**config.mk**
```make
export PLATFORM = sky130hd
export DESIGN_NAME = alc_comparator
export DESIGN_NICKNAME = d
export VERILOG_FILES = /design/src/include/alc_pkg.sv /design/src/design/alc_comparator.sv
export VERILOG_INCLUDE_DIRS = /design/src /design/src/include
export SDC_FILE = /design/constraint.sdc
export NUM_CORES = 1
export LEC_CHECK = 0
export ABC_AREA = 0
export BUFFER_PORTS_ARGS = -buffer_cell sky130_fd_sc_hd__buf_2
export CAP_MARGIN = 5
export CORE_UTILIZATION = 50
export DETAILED_ROUTE_END_ITERATION = 8
export PLACE_DENSITY = 0.67
export SLEW_MARGIN = 20
export SYNTH_ARGS = -nofsm -noshare
export SYNTH_HDL_FRONTEND = slang
export SYNTH_SLANG_ARGS = --single-unit
```
**constraint.sdc**
```tcl
create_clock -name i_clk_sys -period 13.3 [get_ports i_clk_sys]
set_input_delay 1.33 -clock i_clk_sys [delete_from_list [all_inputs] [get_ports i_clk_sys]]
set_output_delay 1.33 -clock i_clk_sys [all_outputs]
set_load 0.05 [all_outputs]
```
**src/include/alc_consts.svh**
```systemverilog
// Constants of the ambient light level comparator: offsets, resets, scales
`ifndef ALC_CONSTS_SVH
`define ALC_CONSTS_SVH

// ----------------------------------------------------------------
// Register offsets
// ----------------------------------------------------------------
`define ALC_OFFS_OFFICE_THR 8'h1d
`define ALC_OFFS_OFFICE_HYS 8'h1e
`define ALC_OFFS_DARK_THR 8'h1f
`define ALC_OFFS_DARK_HYS 8'h20

// ----------------------------------------------------------------
// Reset values
// ----------------------------------------------------------------
`define ALC_RST_OFFICE_THR 8'h00
`define ALC_RST_OFFICE_HYS 8'h00
`define ALC_RST_DARK_THR 8'h00
`define ALC_RST_DARK_HYS 8'h00

// ----------------------------------------------------------------
// Current scales, in nanoamperes per code step
// ----------------------------------------------------------------
`define ALC_OFFICE_STEP_NA 23'h0010cc
`define ALC_DARK_STEP_NA 23'h00021c
`define ALC_SENSOR_STEP_NA 23'h000087

// ----------------------------------------------------------------
// Timing
// ----------------------------------------------------------------
`define ALC_CLK_KHZ 20000
`define ALC_REFRESH_MS 80

`endif

```
**src/include/alc_pkg.sv**
```systemverilog
// Types shared by the ambient light level comparator
package alc_pkg;

    // Backlight brightness level selected from ambient light
    typedef enum logic [1:0] {
        ALC_LVL_DAYLIGHT,
        ALC_LVL_OFFICE,
        ALC_LVL_DARK
    } alc_level_e;

    // Sensor enable that gates the refresh, and comparator enables that steer the level choice
    typedef struct packed {
        logic sensor_en;
        logic office_en;
        logic dark_en;
    } alc_ctrl_s;

    // Comparator results and selected level
    typedef struct packed {
        logic office_out;
        logic dark_out;
        alc_level_e level;
    } alc_status_s;

endpackage : alc_pkg

```
**src/design/alc_comparator.sv**
```systemverilog
// Ambient light level comparator with hysteresis and register file
`timescale 1ns/1ps
`default_nettype none
`include "alc_consts.svh"

module alc_comparator #(
    parameter int REFRESH_CYCLES = `ALC_REFRESH_MS * `ALC_CLK_KHZ
) (
    input wire logic i_clk_sys,
    input wire logic i_srst,
    input wire logic [12:0] i_light_sensor_input,
    input wire alc_pkg::alc_ctrl_s i_ctrl,
    input wire logic [7:0] i_reg_addr,
    input wire logic i_reg_wr,
    input wire logic [7:0] i_reg_wdata,
    output logic [7:0] o_reg_rdata,
    output logic [12:0] o_conv_value,
    output logic o_conv_update,
    output alc_pkg::alc_status_s o_status
);

    // ------------------------------------------------------------
    // Declarations
    // ------------------------------------------------------------
    logic [7:0] office_threshold_reg;
    logic [7:0] office_hysteresis_reg;
    logic [7:0] dark_threshold_reg;
    logic [7:0] dark_hysteresis_reg;
    logic [12:0] sensor_meta_reg;
    logic [12:0] sensor_sync_reg;
    logic [12:0] sensor_prev_reg;
    logic [12:0] sensor_settled_reg;
    logic [20:0] tick_cnt_reg;
    logic tick;
    logic office_state_reg;
    logic dark_state_reg;
    logic office_state_next;
    logic dark_state_next;
    logic [22:0] sensor_na;
    logic [22:0] office_lo_na;
    logic [22:0] office_hi_na;
    logic [22:0] dark_lo_na;
    logic [22:0] dark_hi_na;
    alc_pkg::alc_level_e level_next;

    // ------------------------------------------------------------
    // Register file
    // ------------------------------------------------------------

    // Writes at the printed offsets; other offsets are ignored
    always_ff @(posedge i_clk_sys) begin
        if (i_srst) begin
            office_threshold_reg <= `ALC_RST_OFFICE_THR;
            office_hysteresis_reg <= `ALC_RST_OFFICE_HYS;
            dark_threshold_reg <= `ALC_RST_DARK_THR;
            dark_hysteresis_reg <= `ALC_RST_DARK_HYS;
        end else if (i_reg_wr) begin
            case (i_reg_addr)
                `ALC_OFFS_OFFICE_THR: office_threshold_reg <= i_reg_wdata;
                `ALC_OFFS_OFFICE_HYS: office_hysteresis_reg <= i_reg_wdata;
                `ALC_OFFS_DARK_THR: dark_threshold_reg <= i_reg_wdata;
                `ALC_OFFS_DARK_HYS: dark_hysteresis_reg <= i_reg_wdata;
                default: ;
            endcase
        end
    end

    // Registered read data, one cycle after the address; unmapped reads 0
    always_ff @(posedge i_clk_sys) begin
        if (i_srst) begin
            o_reg_rdata <= 8'h00;
        end else begin
            case (i_reg_addr)
                `ALC_OFFS_OFFICE_THR: o_reg_rdata <= office_threshold_reg;
                `ALC_OFFS_OFFICE_HYS: o_reg_rdata <= office_hysteresis_reg;
                `ALC_OFFS_DARK_THR: o_reg_rdata <= dark_threshold_reg;
                `ALC_OFFS_DARK_HYS: o_reg_rdata <= dark_hysteresis_reg;
                default: o_reg_rdata <= 8'h00;
            endcase
        end
    end

    // ------------------------------------------------------------
    // Sensor input capture
    // ------------------------------------------------------------

    // Two-stage synchroniser on every bit of the converter bus
    always_ff @(posedge i_clk_sys) begin
        if (i_srst) begin
            sensor_meta_reg <= 13'h0000;
            sensor_sync_reg <= 13'h0000;
        end else begin
            sensor_meta_reg <= i_light_sensor_input;
            sensor_sync_reg <= sensor_meta_reg;
        end
    end

    // A word is trusted only once two synced samples agree: bits of a
    // changing bus may resolve in different cycles; costs one cycle
    always_ff @(posedge i_clk_sys) begin
        if (i_srst) begin
            sensor_prev_reg <= 13'h0000;
            sensor_settled_reg <= 13'h0000;
        end else begin
            sensor_prev_reg <= sensor_sync_reg;
            if (sensor_sync_reg == sensor_prev_reg) begin
                sensor_settled_reg <= sensor_sync_reg;
            end
        end
    end

    // Refresh timebase, held at zero while the sensor is off
    always_ff @(posedge i_clk_sys) begin
        if (i_srst || !i_ctrl.sensor_en) begin
            tick_cnt_reg <= 21'h000000;
        end else if (tick) begin
            tick_cnt_reg <= 21'h000000;
        end else begin
            tick_cnt_reg <= tick_cnt_reg + 21'h000001;
        end
    end

    assign tick = i_ctrl.sensor_en
        && (tick_cnt_reg == 21'(REFRESH_CYCLES - 1));

    // Latch the conversion value the comparators evaluate
    always_ff @(posedge i_clk_sys) begin
        if (i_srst) begin
            o_conv_value <= 13'h0000;
            o_conv_update <= 1'b0;
        end else begin
            o_conv_update <= tick;
            if (tick) begin
                o_conv_value <= sensor_settled_reg;
            end
        end
    end

    // ------------------------------------------------------------
    // Comparison in nanoamperes
    // ------------------------------------------------------------

    // Sums are widened to nine bits, so codes past the software limit
    // still compare as a larger current instead of wrapping around
    // Common current scale so the two code steps compare fairly
    always_comb begin
        sensor_na = 23'(o_conv_value) * `ALC_SENSOR_STEP_NA;
        office_lo_na = 23'(office_threshold_reg) * `ALC_OFFICE_STEP_NA;
        office_hi_na = 23'({1'b0, office_threshold_reg}
            + {1'b0, office_hysteresis_reg}) * `ALC_OFFICE_STEP_NA;
        dark_lo_na = 23'(dark_threshold_reg) * `ALC_DARK_STEP_NA;
        dark_hi_na = 23'({1'b0, dark_threshold_reg}
            + {1'b0, dark_hysteresis_reg}) * `ALC_DARK_STEP_NA;
    end

    // Hysteretic trip states; inside the band the state holds
    always_comb begin
        office_state_next = office_state_reg;
        dark_state_next = dark_state_reg;
        if (sensor_na < office_lo_na) begin
            office_state_next = 1'b1;
        end else if (sensor_na > office_hi_na) begin
            office_state_next = 1'b0;
        end
        if (sensor_na < dark_lo_na) begin
            dark_state_next = 1'b1;
        end else if (sensor_na > dark_hi_na) begin
            dark_state_next = 1'b0;
        end
    end

    // Level choice; dark wins whenever its comparator is enabled and tripped
    always_comb begin
        if (i_ctrl.dark_en && dark_state_next) begin
            level_next = alc_pkg::ALC_LVL_DARK;
        end else if (i_ctrl.office_en) begin
            level_next = office_state_next ? alc_pkg::ALC_LVL_OFFICE
                : alc_pkg::ALC_LVL_DAYLIGHT;
        end else if (i_ctrl.dark_en) begin
            level_next = alc_pkg::ALC_LVL_OFFICE;
        end else begin
            level_next = alc_pkg::ALC_LVL_DAYLIGHT;
        end
    end

    // ------------------------------------------------------------
    // State update on each refresh
    // ------------------------------------------------------------

    // Comparators evaluate one cycle after the value is latched
    always_ff @(posedge i_clk_sys) begin
        if (i_srst) begin
            office_state_reg <= 1'b0;
            dark_state_reg <= 1'b0;
            o_status <= '{office_out: 1'b0, dark_out: 1'b0,
                level: alc_pkg::ALC_LVL_DAYLIGHT};
        end else if (o_conv_update) begin
            office_state_reg <= office_state_next;
            dark_state_reg <= dark_state_next;
            o_status.office_out <= office_state_next;
            o_status.dark_out <= dark_state_next;
            o_status.level <= level_next;
        end
    end

endmodule : alc_comparator

`default_nettype wire

```
==> results of run 1 <==
[cell usage after synthesis (all sizes together), types with 6 or more instances]
cell	n	area [um^2]
o21bai	18	135
clkbuf	25	93.8
o211ai	7	62.6
o21ai	37	185
nor4	6	37.5
a21oi	109	553
nand3	57	285
fa	59	1180
nand4	12	75.1
nor2	88	330
and4	6	52.6
nor3	18	90.1
and3	10	62.6
a31oi	11	75.1
a21o	23	173
nand3b	6	45.0
ha	286	3580
a222oi	8	80.1
xnor2	61	542
nand2	85	319
inv	223	837
nand2b	11	68.8
mux2i	28	280
and2	9	60.1
xor2	44	385
dfxtp	131	2620
a211oi	10	85.1
nor2b	47	294
[metal layers]
metal	vias to the layer above	wire, um	share of wire, %	track usage, %
li1	5203	-	-	-
met1	4832	14200	47	31.5
met2	262	13900	46	38.9
met3	32	1650	5.4	3.33
met4	0	573	1.9	7.20
met5	-	0	0	0
[cells by family (layout without fill, tap and decap cells)]
kind of cell | after synthesis | in the layout | share of synthesized area [%]
compound gates | 254 | 254 | 12.5
xor+xnor | 105 | 105 | 7.09
fa+ha+maj | 347 | 347 | 36.6
buf+inv | 253 | 319 | 7.33
flops | 131 | 131 | 20.1
mux | 28 | 28 | 2.14
simple gates | 374 | 374 | 14.3
[cell usage in the layout (no fill, tap or decap), types with 5 or more instances in the layout]
cell	n
sky130_fd_sc_hd__clkbuf_16	17
sky130_fd_sc_hd__a21o_1	23
sky130_fd_sc_hd__nor2_1	88
sky130_fd_sc_hd__buf_2	59
sky130_fd_sc_hd__a21oi_1	107
sky130_fd_sc_hd__fa_1	59
sky130_fd_sc_hd__xnor2_1	60
sky130_fd_sc_hd__a31oi_1	10
sky130_fd_sc_hd__inv_1	223
sky130_fd_sc_hd__and2_1	7
sky130_fd_sc_hd__nand2b_1	11
sky130_fd_sc_hd__nor4_1	6
sky130_fd_sc_hd__a222oi_1	8
sky130_fd_sc_hd__nor3_1	18
sky130_fd_sc_hd__buf_4	5
sky130_fd_sc_hd__and4_1	6
sky130_fd_sc_hd__inv_8	5
sky130_fd_sc_hd__dfxtp_1	131
sky130_fd_sc_hd__xor2_1	44
sky130_fd_sc_hd__o211ai_1	5
sky130_fd_sc_hd__nand4_1	12
sky130_fd_sc_hd__o21ai_0	33
sky130_fd_sc_hd__ha_1	286
sky130_fd_sc_hd__mux2i_1	28
sky130_fd_sc_hd__or2_2	5
sky130_fd_sc_hd__a211oi_1	8
sky130_fd_sc_hd__o21bai_1	18
sky130_fd_sc_hd__and3_1	10
sky130_fd_sc_hd__nor2b_1	47
sky130_fd_sc_hd__nand3_1	57
sky130_fd_sc_hd__nand3b_1	6
sky130_fd_sc_hd__nand2_1	85
[power by group]
part / switching [mW] / leakage [nW] / internal (mW)
Combinational: 0.0240 / 6.14 / 0.0162
Sequential: 0.00417 / 1.06 / 0.398
Clock: 0.208 / 0.290 / 0.273
Total: 0.236 / 7.49 / 0.687
[worst register-to-register path: cells and delay by family, from the launching register on]
| family | cells | cell delay [ps] |
|---|---|---|
| buffers and inverters | 2 | 90 |
| and+or+nand+nor | 3 | 320 |
| AOI/OAI and AO/OA | 15 | 2860 |
| xor gates and xnor gates | 2 | 630 |
| adders and majority gates | 7 | 2660 |
| DFF | 1 | 580 |
[metrics by stage]
step / power (mW) / util, % / hold slack (ps) / area (um^2) / instances
6_report: 0.924 / 56.3 / 436 / 14300 / 1888
5_1_grt: 0.955 / 56.3 / 456 / 14300 / 1888
4_1_cts: 0.934 / 56.3 / 439 / 14300 / 1888
3_5_place_dp: 0.451 / 53.9 / 425 / 13700 / 1856
3_3_place_gp: 0.451 / 53.9 / 417 / 13700 / 1856
2_1_floorplan: 0.437 / - / 414 / 13100 / 1492
[path summary, 6_finish.rpt]
check                                             start                  to  slack (ps)  depth (start not counted)
worst max-delay path            office_threshold_reg[1]         o_status[0]        6060                         29
worst max register to register  office_threshold_reg[1]         o_status[0]        6060                         29
worst min register to register       sensor_meta_reg[8]  sensor_sync_reg[8]         440                          1
worst min-delay path                 sensor_meta_reg[8]  sensor_sync_reg[8]         440                          1
[final cells by class]
class	instances	area (um^2)
Clock buffer	18	439
Clock inverter	14	161
Fill cell	2315	11100
Inverter	223	837
Multi-Input combinational cell	1108	9500
Sequential cell	131	2620
Tap cell	330	413
Timing Repair Buffer	64	333
==> load_flow_metrics.sql, run 1 <==
INSERT INTO impl_metrics (metric_group, metric, value, unit) VALUES
('outcome', 'outcome', 'complete, no violations', ''),
('global_route', 'grt_max_degree', '103', ''),
('sta', 'number_of_hold_slack_violations_in_the_final_timing_report', '0', ''),
('setup_path', 'timing_worst_setup_path_type', 'reg2reg', ''),
('layout', 'fraction_of_layout_cells_with_a_size_suffix_above_1', '7.57', '%'),
('routing', 'route.detailed.vias_per_inst', '5.47', ''),
('clock_tree', 'clkSinkCount', '131', ''),
('routing', 'post-route-drc-count', '0', ''),
('clock_tree', 'clk_lat_worst_skew', '420', 'ps'),
('placed_design', 'dp_slack', '6190', 'ps'),
('synth', 'yosys.cell_types.count', '70', ''),
('synth', 'ys_seq_area_share', '20.1', '%'),
('sta', 'final_min_period_over_clock_period', '54.4', '%'),
('sta', 'final-setup-viol-count', '0', ''),
('floorplan', 'die_area', '26800', 'um^2'),
('global_route', 'antenna_found_initial', '0', ''),
('routing', 'finalWirelength', '30300', 'um'),
('clock_tree', 'clock_tree.htree_level_count', '4', ''),
('synth', 'synth_area', '13100', 'um^2'),
('synth', 'synth_edf_count', '0', ''),
('clock_tree', 'cts_setup_buffers', '0', ''),
('setup_path', 'worst_setup_path_start_kind', 'register', ''),
('sta', 'max_freq', '138', 'MHz'),
('routing', 'ant_nets', '0', ''),
('setup_path', 'critPathSlowestCell', 'sky130_fd_sc_hd__dfxtp_1', ''),
('global_route', 'via_count_of_the_first_global_routing_pass', '10058', ''),
('routing', 'drt-initial-drc-count', '804', ''),
('placed_design', 'io_buffers', '60', ''),
('setup_path', 'critical_path.max_fanout', '9', ''),
('power_and_ir_drop', 'p_leak', '7.49', 'nW'),
('clock_tree', 'total_clock_buffers_created_by_cts', '17', ''),
('synth', 'syn_nets', '1872', ''),
('sta', 'worst_slack', '6060', 'ps'),
('sta', 'timing.slew.headroom', '29.1', '%'),
('synth', 'synth_area_per_cell', '8.77', 'um^2'),
('setup_path', 'worst_ep_required_time', '13600', 'ps'),
('global_route', 'groute.usage.overall', '23.5', '%'),
('floorplan', 'width_of_the_die', '164', 'um'),
('floorplan', 'starting_density', '51.5', '%'),
('sta', 'finalMaxSlewViolations', '0', ''),
('synth', 'share_of_synthesized_flip_flops_with_an_asynchronous_set_or_reset', '0', '%'),
('layout', 'final_nets', '1925', ''),
('setup_path', 'critPathBufInv', '2', ''),
('floorplan', 'floorplan.core_area', '25400', 'um^2'),
('setup_path', 'worst_ep_arrival_time', '7540', 'ps'),
('layout', 'area.growth.synth_to_final', '9.41', '%'),
('floorplan', 'top_level_ports', '61', ''),
('sta', 'fin_tns_setup', '0', 'ps'),
('setup_path', 'critical_path.max_stage_delay', '580', 'ps'),
('setup_path', 'most_common_cell_type_on_the_critical_path', 'sky130_fd_sc_hd__ha_1', ''),
('clock_tree', 'clk_transition_reported_paths', '60', 'ps'),
('floorplan', 'site_row_count', '58', ''),
('clock_tree', 'cts_tree', 'built', ''),
('setup_path', 'setup.worst_path.end_class', 'register', ''),
('layout', 'largest_register_ffs', '21', ''),
('clock_tree', 'clockRootBuffer', 'sky130_fd_sc_hd__clkbuf_16', ''),
('sta', 'max_slew.worst_pin.slew', '1060', 'ps'),
('layout', 'antenna_cells_inserted', '0', ''),
('floorplan', 'floorplan.die.height', '164', 'um'),
('routing', 'first_pass_iters', '6', ''),
('sta', 'skew', '14.5', 'ps'),
('clock_tree', 'cts_hold_buffers', '0', ''),
('flow_run', 'drv.max_cap_violation_count', '0', ''),
('sta', 'period_minus_slack', '7240', 'ps'),
('global_route', 'gr-total-overflow', '0', ''),
('routing', 'via_count', '10329', ''),
('clock_tree', 'cts.path.max_buffers', '2', ''),
('synth', 'synth.yosys.warnings', '0', ''),
('global_route', 'grt_pass1_wl', '49400', 'um'),
('synth', 'post_synth_inst_count', '1492', ''),
('sta', 'setup_repair_after_global_routing_missed_its_margin', 'no', ''),
('synth', 'ys_dominant_reg_cell', 'sky130_fd_sc_hd__dfxtp_1', ''),
('power_and_ir_drop', 'power.density_cell_area', '64.5', 'nW/um^2'),
('worst_hold_path', 'hold_path_class', 'reg2reg', ''),
('synth', 'postSynthRegisterBits', '131', ''),
('placed_design', 'final_wtd_congestion', '0.848', ''),
('placed_design', 'dp_hpwl', '24000', 'um'),
('power_and_ir_drop', 'vdd_ir_drop_max', '0.0743', 'mV'),
('clock_tree', 'ctsResizeCount', '0', ''),
('setup_path', 'critical_path.top_delay_family', 'compound AO/OA/AOI/OAI gates', ''),
('routing', 'route.detailed.wl_per_inst', '16.0', 'um');
No activity file was read; power rests on OpenSTA's default activity.
==> run 2, diff against run 1 <==
--- a/config.mk
+++ b/config.mk
@@ -11,7 +11,7 @@
 export CAP_MARGIN = 5
 export CORE_UTILIZATION = 50
 export DETAILED_ROUTE_END_ITERATION = 8
-export PLACE_DENSITY = 0.67
+export PLACE_DENSITY = 0.7
 export SLEW_MARGIN = 20
 export SYNTH_ARGS = -nofsm -noshare
 export SYNTH_HDL_FRONTEND = slang
==> constraint.sdc (replaced) <==
create_clock -name i_clk_sys -period 6.02 [get_ports i_clk_sys]
set_input_delay 0.602 -clock i_clk_sys [delete_from_list [all_inputs] [get_ports i_clk_sys]]
set_output_delay 0.602 -clock i_clk_sys [all_outputs]
set_load 0.05 [all_outputs]
==> load_flow_metrics.sql, run 2 (synthesized netlist as in run 1, its figures left out) <==
INSERT INTO impl_metrics (metric_group, metric, value, unit) VALUES
('sta', 'max_freq', '162', 'MHz'),
('routing', 'first_pass_iters', '7', ''),
('layout', 'antenna_cells_inserted', '0', ''),
('power_and_ir_drop', 'power.density_cell_area', '125', 'nW/um^2'),
('floorplan', 'site_row_count', '58', ''),
('routing', 'via_count', '10859', ''),
('floorplan', 'floorplan.core_area', '25400', 'um^2'),
('power_and_ir_drop', 'post-layout-total-power', '1.97', 'mW'),
('layout', 'n_fill_cell', '2125', ''),
('worst_hold_path', 'worstHoldStart', 'i_light_sensor_input[12]', ''),
('outcome', 'failed_checks', 'negative setup slack', ''),
('floorplan', 'floorplan.die.height', '164', 'um'),
('sta', 'final-setup-viol-count', '1', ''),
('power_and_ir_drop', 'vdd_ir_drop_max', '0.173', 'mV'),
('layout', 'fraction_of_layout_cells_with_a_size_suffix_above_1', '19.6', '%'),
('setup_path', 'worst_ep_arrival_time', '6510', 'ps'),
('sta', 'max_slew.worst_pin.slew', '1080', 'ps'),
('global_route', 'grt_max_degree', '86', ''),
('global_route', 'antenna_found_initial', '0', ''),
('sta', 'setup_repair_after_global_routing_missed_its_margin', 'yes', ''),
('setup_path', 'worst_setup_path_start_kind', 'register', ''),
('routing', 'route.detailed.vias_per_inst', '5.41', ''),
('global_route', 'via_count_of_the_first_global_routing_pass', '10480', ''),
('power_and_ir_drop', 'p_leak', '8.09', 'nW'),
('setup_path', 'critical_path.max_fanout', '3', ''),
('setup_path', 'timing_worst_setup_path_type', 'reg2reg', ''),
('layout', 'area.growth.synth_to_final', '20.3', '%'),
('floorplan', 'starting_density', '51.5', '%'),
('setup_path', 'critical_path.max_stage_delay', '540', 'ps'),
('sta', 'skew', '17.7', 'ps'),
('flow_run', 'drv.max_cap_violation_count', '0', ''),
('sta', 'final_min_period_over_clock_period', '103', '%'),
('setup_path', 'worst_ep_required_time', '6340', 'ps'),
('clock_tree', 'clkSinkCount', '131', ''),
('clock_tree', 'clock_tree.htree_level_count', '4', ''),
('layout', 'most-common-layout-cells', 'sky130_fd_sc_hd__ha_1 (264), sky130_fd_sc_hd__inv_1 (215), sky130_fd_sc_hd__dfxtp_1 (124)', ''),
('layout', 'final_core_util', '62.0', '%'),
('routing', 'post-route-drc-count', '0', ''),
('clock_tree', 'clk_lat_worst_skew', '430', 'ps'),
('clock_tree', 'cts_hold_buffers', '0', ''),
('clock_tree', 'cts.path.max_buffers', '2', ''),
('routing', 'finalWirelength', '32000', 'um'),
('global_route', 'grt_pass1_wl', '51600', 'um'),
('setup_path', 'timing.rr.end', 'o_status[0]', ''),
('sta', 'number_of_hold_slack_violations_in_the_final_timing_report', '0', ''),
('placed_design', 'io_buffers', '60', ''),
('layout', 'largest_register_ffs', '21', ''),
('routing', 'drt-initial-drc-count', '539', ''),
('layout', 'final_nets', '2045', ''),
('layout', 'final_common_cell', 'sky130_fd_sc_hd__ha_1', ''),
('floorplan', 'top_level_ports', '61', ''),
('placed_design', 'final_wtd_congestion', '0.868', ''),
('setup_path', 'critPathSlowestCell', 'sky130_fd_sc_hd__fa_1', ''),
('floorplan', 'die_area', '26800', 'um^2'),
('routing', 'route.detailed.wl_per_inst', '15.9', 'um'),
('clock_tree', 'cts_tree', 'built', ''),
('sta', 'timing.slew.headroom', '27.5', '%'),
('global_route', 'gr-total-overflow', '0', ''),
('setup_path', 'reg2reg_slack', '-160', 'ps'),
('clock_tree', 'clockRootBuffer', 'sky130_fd_sc_hd__clkbuf_16', ''),
('sta', 'worst_slack', '-163', 'ps'),
('setup_path', 'timing.reg2reg.worst_path_depth', '31', ''),
('placed_design', 'dp_hpwl', '25100', 'um'),
('floorplan', 'width_of_the_die', '164', 'um'),
('outcome', 'outcome', 'finished with violations', ''),
('worst_hold_path', 'holdPathStages', '2', ''),
('sta', 'period_minus_slack', '6180', 'ps'),
('clock_tree', 'total_clock_buffers_created_by_cts', '17', ''),
('sta', 'finalMaxSlewViolations', '0', ''),
('routing', 'ant_nets', '0', ''),
('placed_design', 'dp_slack', '-371', 'ps'),
('global_route', 'groute.usage.overall', '24.4', '%'),
('setup_path', 'setup.worst_path.end_class', 'register', ''),
('worst_hold_path', 'hold-path-endpoint', 'sensor_meta_reg[12]', ''),
('worst_hold_path', 'hold_path_class', 'in2reg', ''),
('clock_tree', 'clk_transition_reported_paths', '70', 'ps'),
('setup_path', 'critical_path.reg2reg.startpoint', 'office_hysteresis_reg[0]', '');
[run 2: metal layers]
metal / GRT usage (%) / vias to the layer above / share of wire [%]
met5: 0 / - / 0
met4: 7.74 / 0 / 2.5
met3: 2.80 / 55 / 3.8
met2: 41.8 / 235 / 48
met1: 32.1 / 5121 / 46
li1: - / 5448 / -
[run 2: worst max-delay path by stage]
stage	startpoint	end
3_3_place_gp	office_threshold_reg[1]	o_status[0]
6_report	office_hysteresis_reg[0]	o_status[0]
4_1_cts	office_threshold_reg[0]	o_status[0]
3_5_place_dp	office_threshold_reg[1]	o_status[0]
5_1_grt	office_hysteresis_reg[0]	o_status[0]
2_1_floorplan	office_threshold_reg[1]	o_status[0]
[run 2: worst max-delay path: cells and delay by family (launching register included)]
kind,cells,cell delay [ps]
AO/OA/AOI/OAI,13,1970
XOR/XNOR,2,390
adder cells (fa/ha/maj),8,2600
buffers and inverters,6,580
flip-flops,1,330
AND/OR/NAND/NOR,2,210
[run 2: where the power goes]
part / switching [mW] / internal [mW]
sequential: 0.00892 / 0.880
clock: 0.450 / 0.540
combinational: 0.0526 / 0.0386
[run 2: layout make-up]
| class | count | area (um^2) | area share (%) |
|---|---|---|---|
| timing repair buffer | 184 | 1250 | 7.93 |
| clock inverter | 14 | 124 | 0.787 |
| sequential | 131 | 2630 | 16.7 |
| clock buffer | 18 | 429 | 2.73 |
| tap | 330 | 413 | 2.62 |
| inverter | 223 | 837 | 5.32 |
| multi-input combinational | 1108 | 10100 | 63.9 |
[run 2: through the flow]
| stage | cells | TNS [ps] | cell area (um^2) | hold WS [ps] |
|---|---|---|---|---|
| finish | 2008 | -163 | 15700 | 389 |
| global route | 2008 | -1340 | 15700 | 379 |
| CTS | 1997 | -43.7 | 15400 | 367 |
| detailed placement | 1947 | -930 | 14500 | 425 |
| global placement | 1947 | -286 | 14500 | 419 |
| floorplan | 1492 | 0 | 13200 | 414 |
[run 2: repair_timing]
action | 4_1_cts | 5_1_grt
resized for setup | 59 | 37
endpoints found under the setup margin | 4 | 4
pin swaps | 78 | 66
buffers inserted | 19 | 13
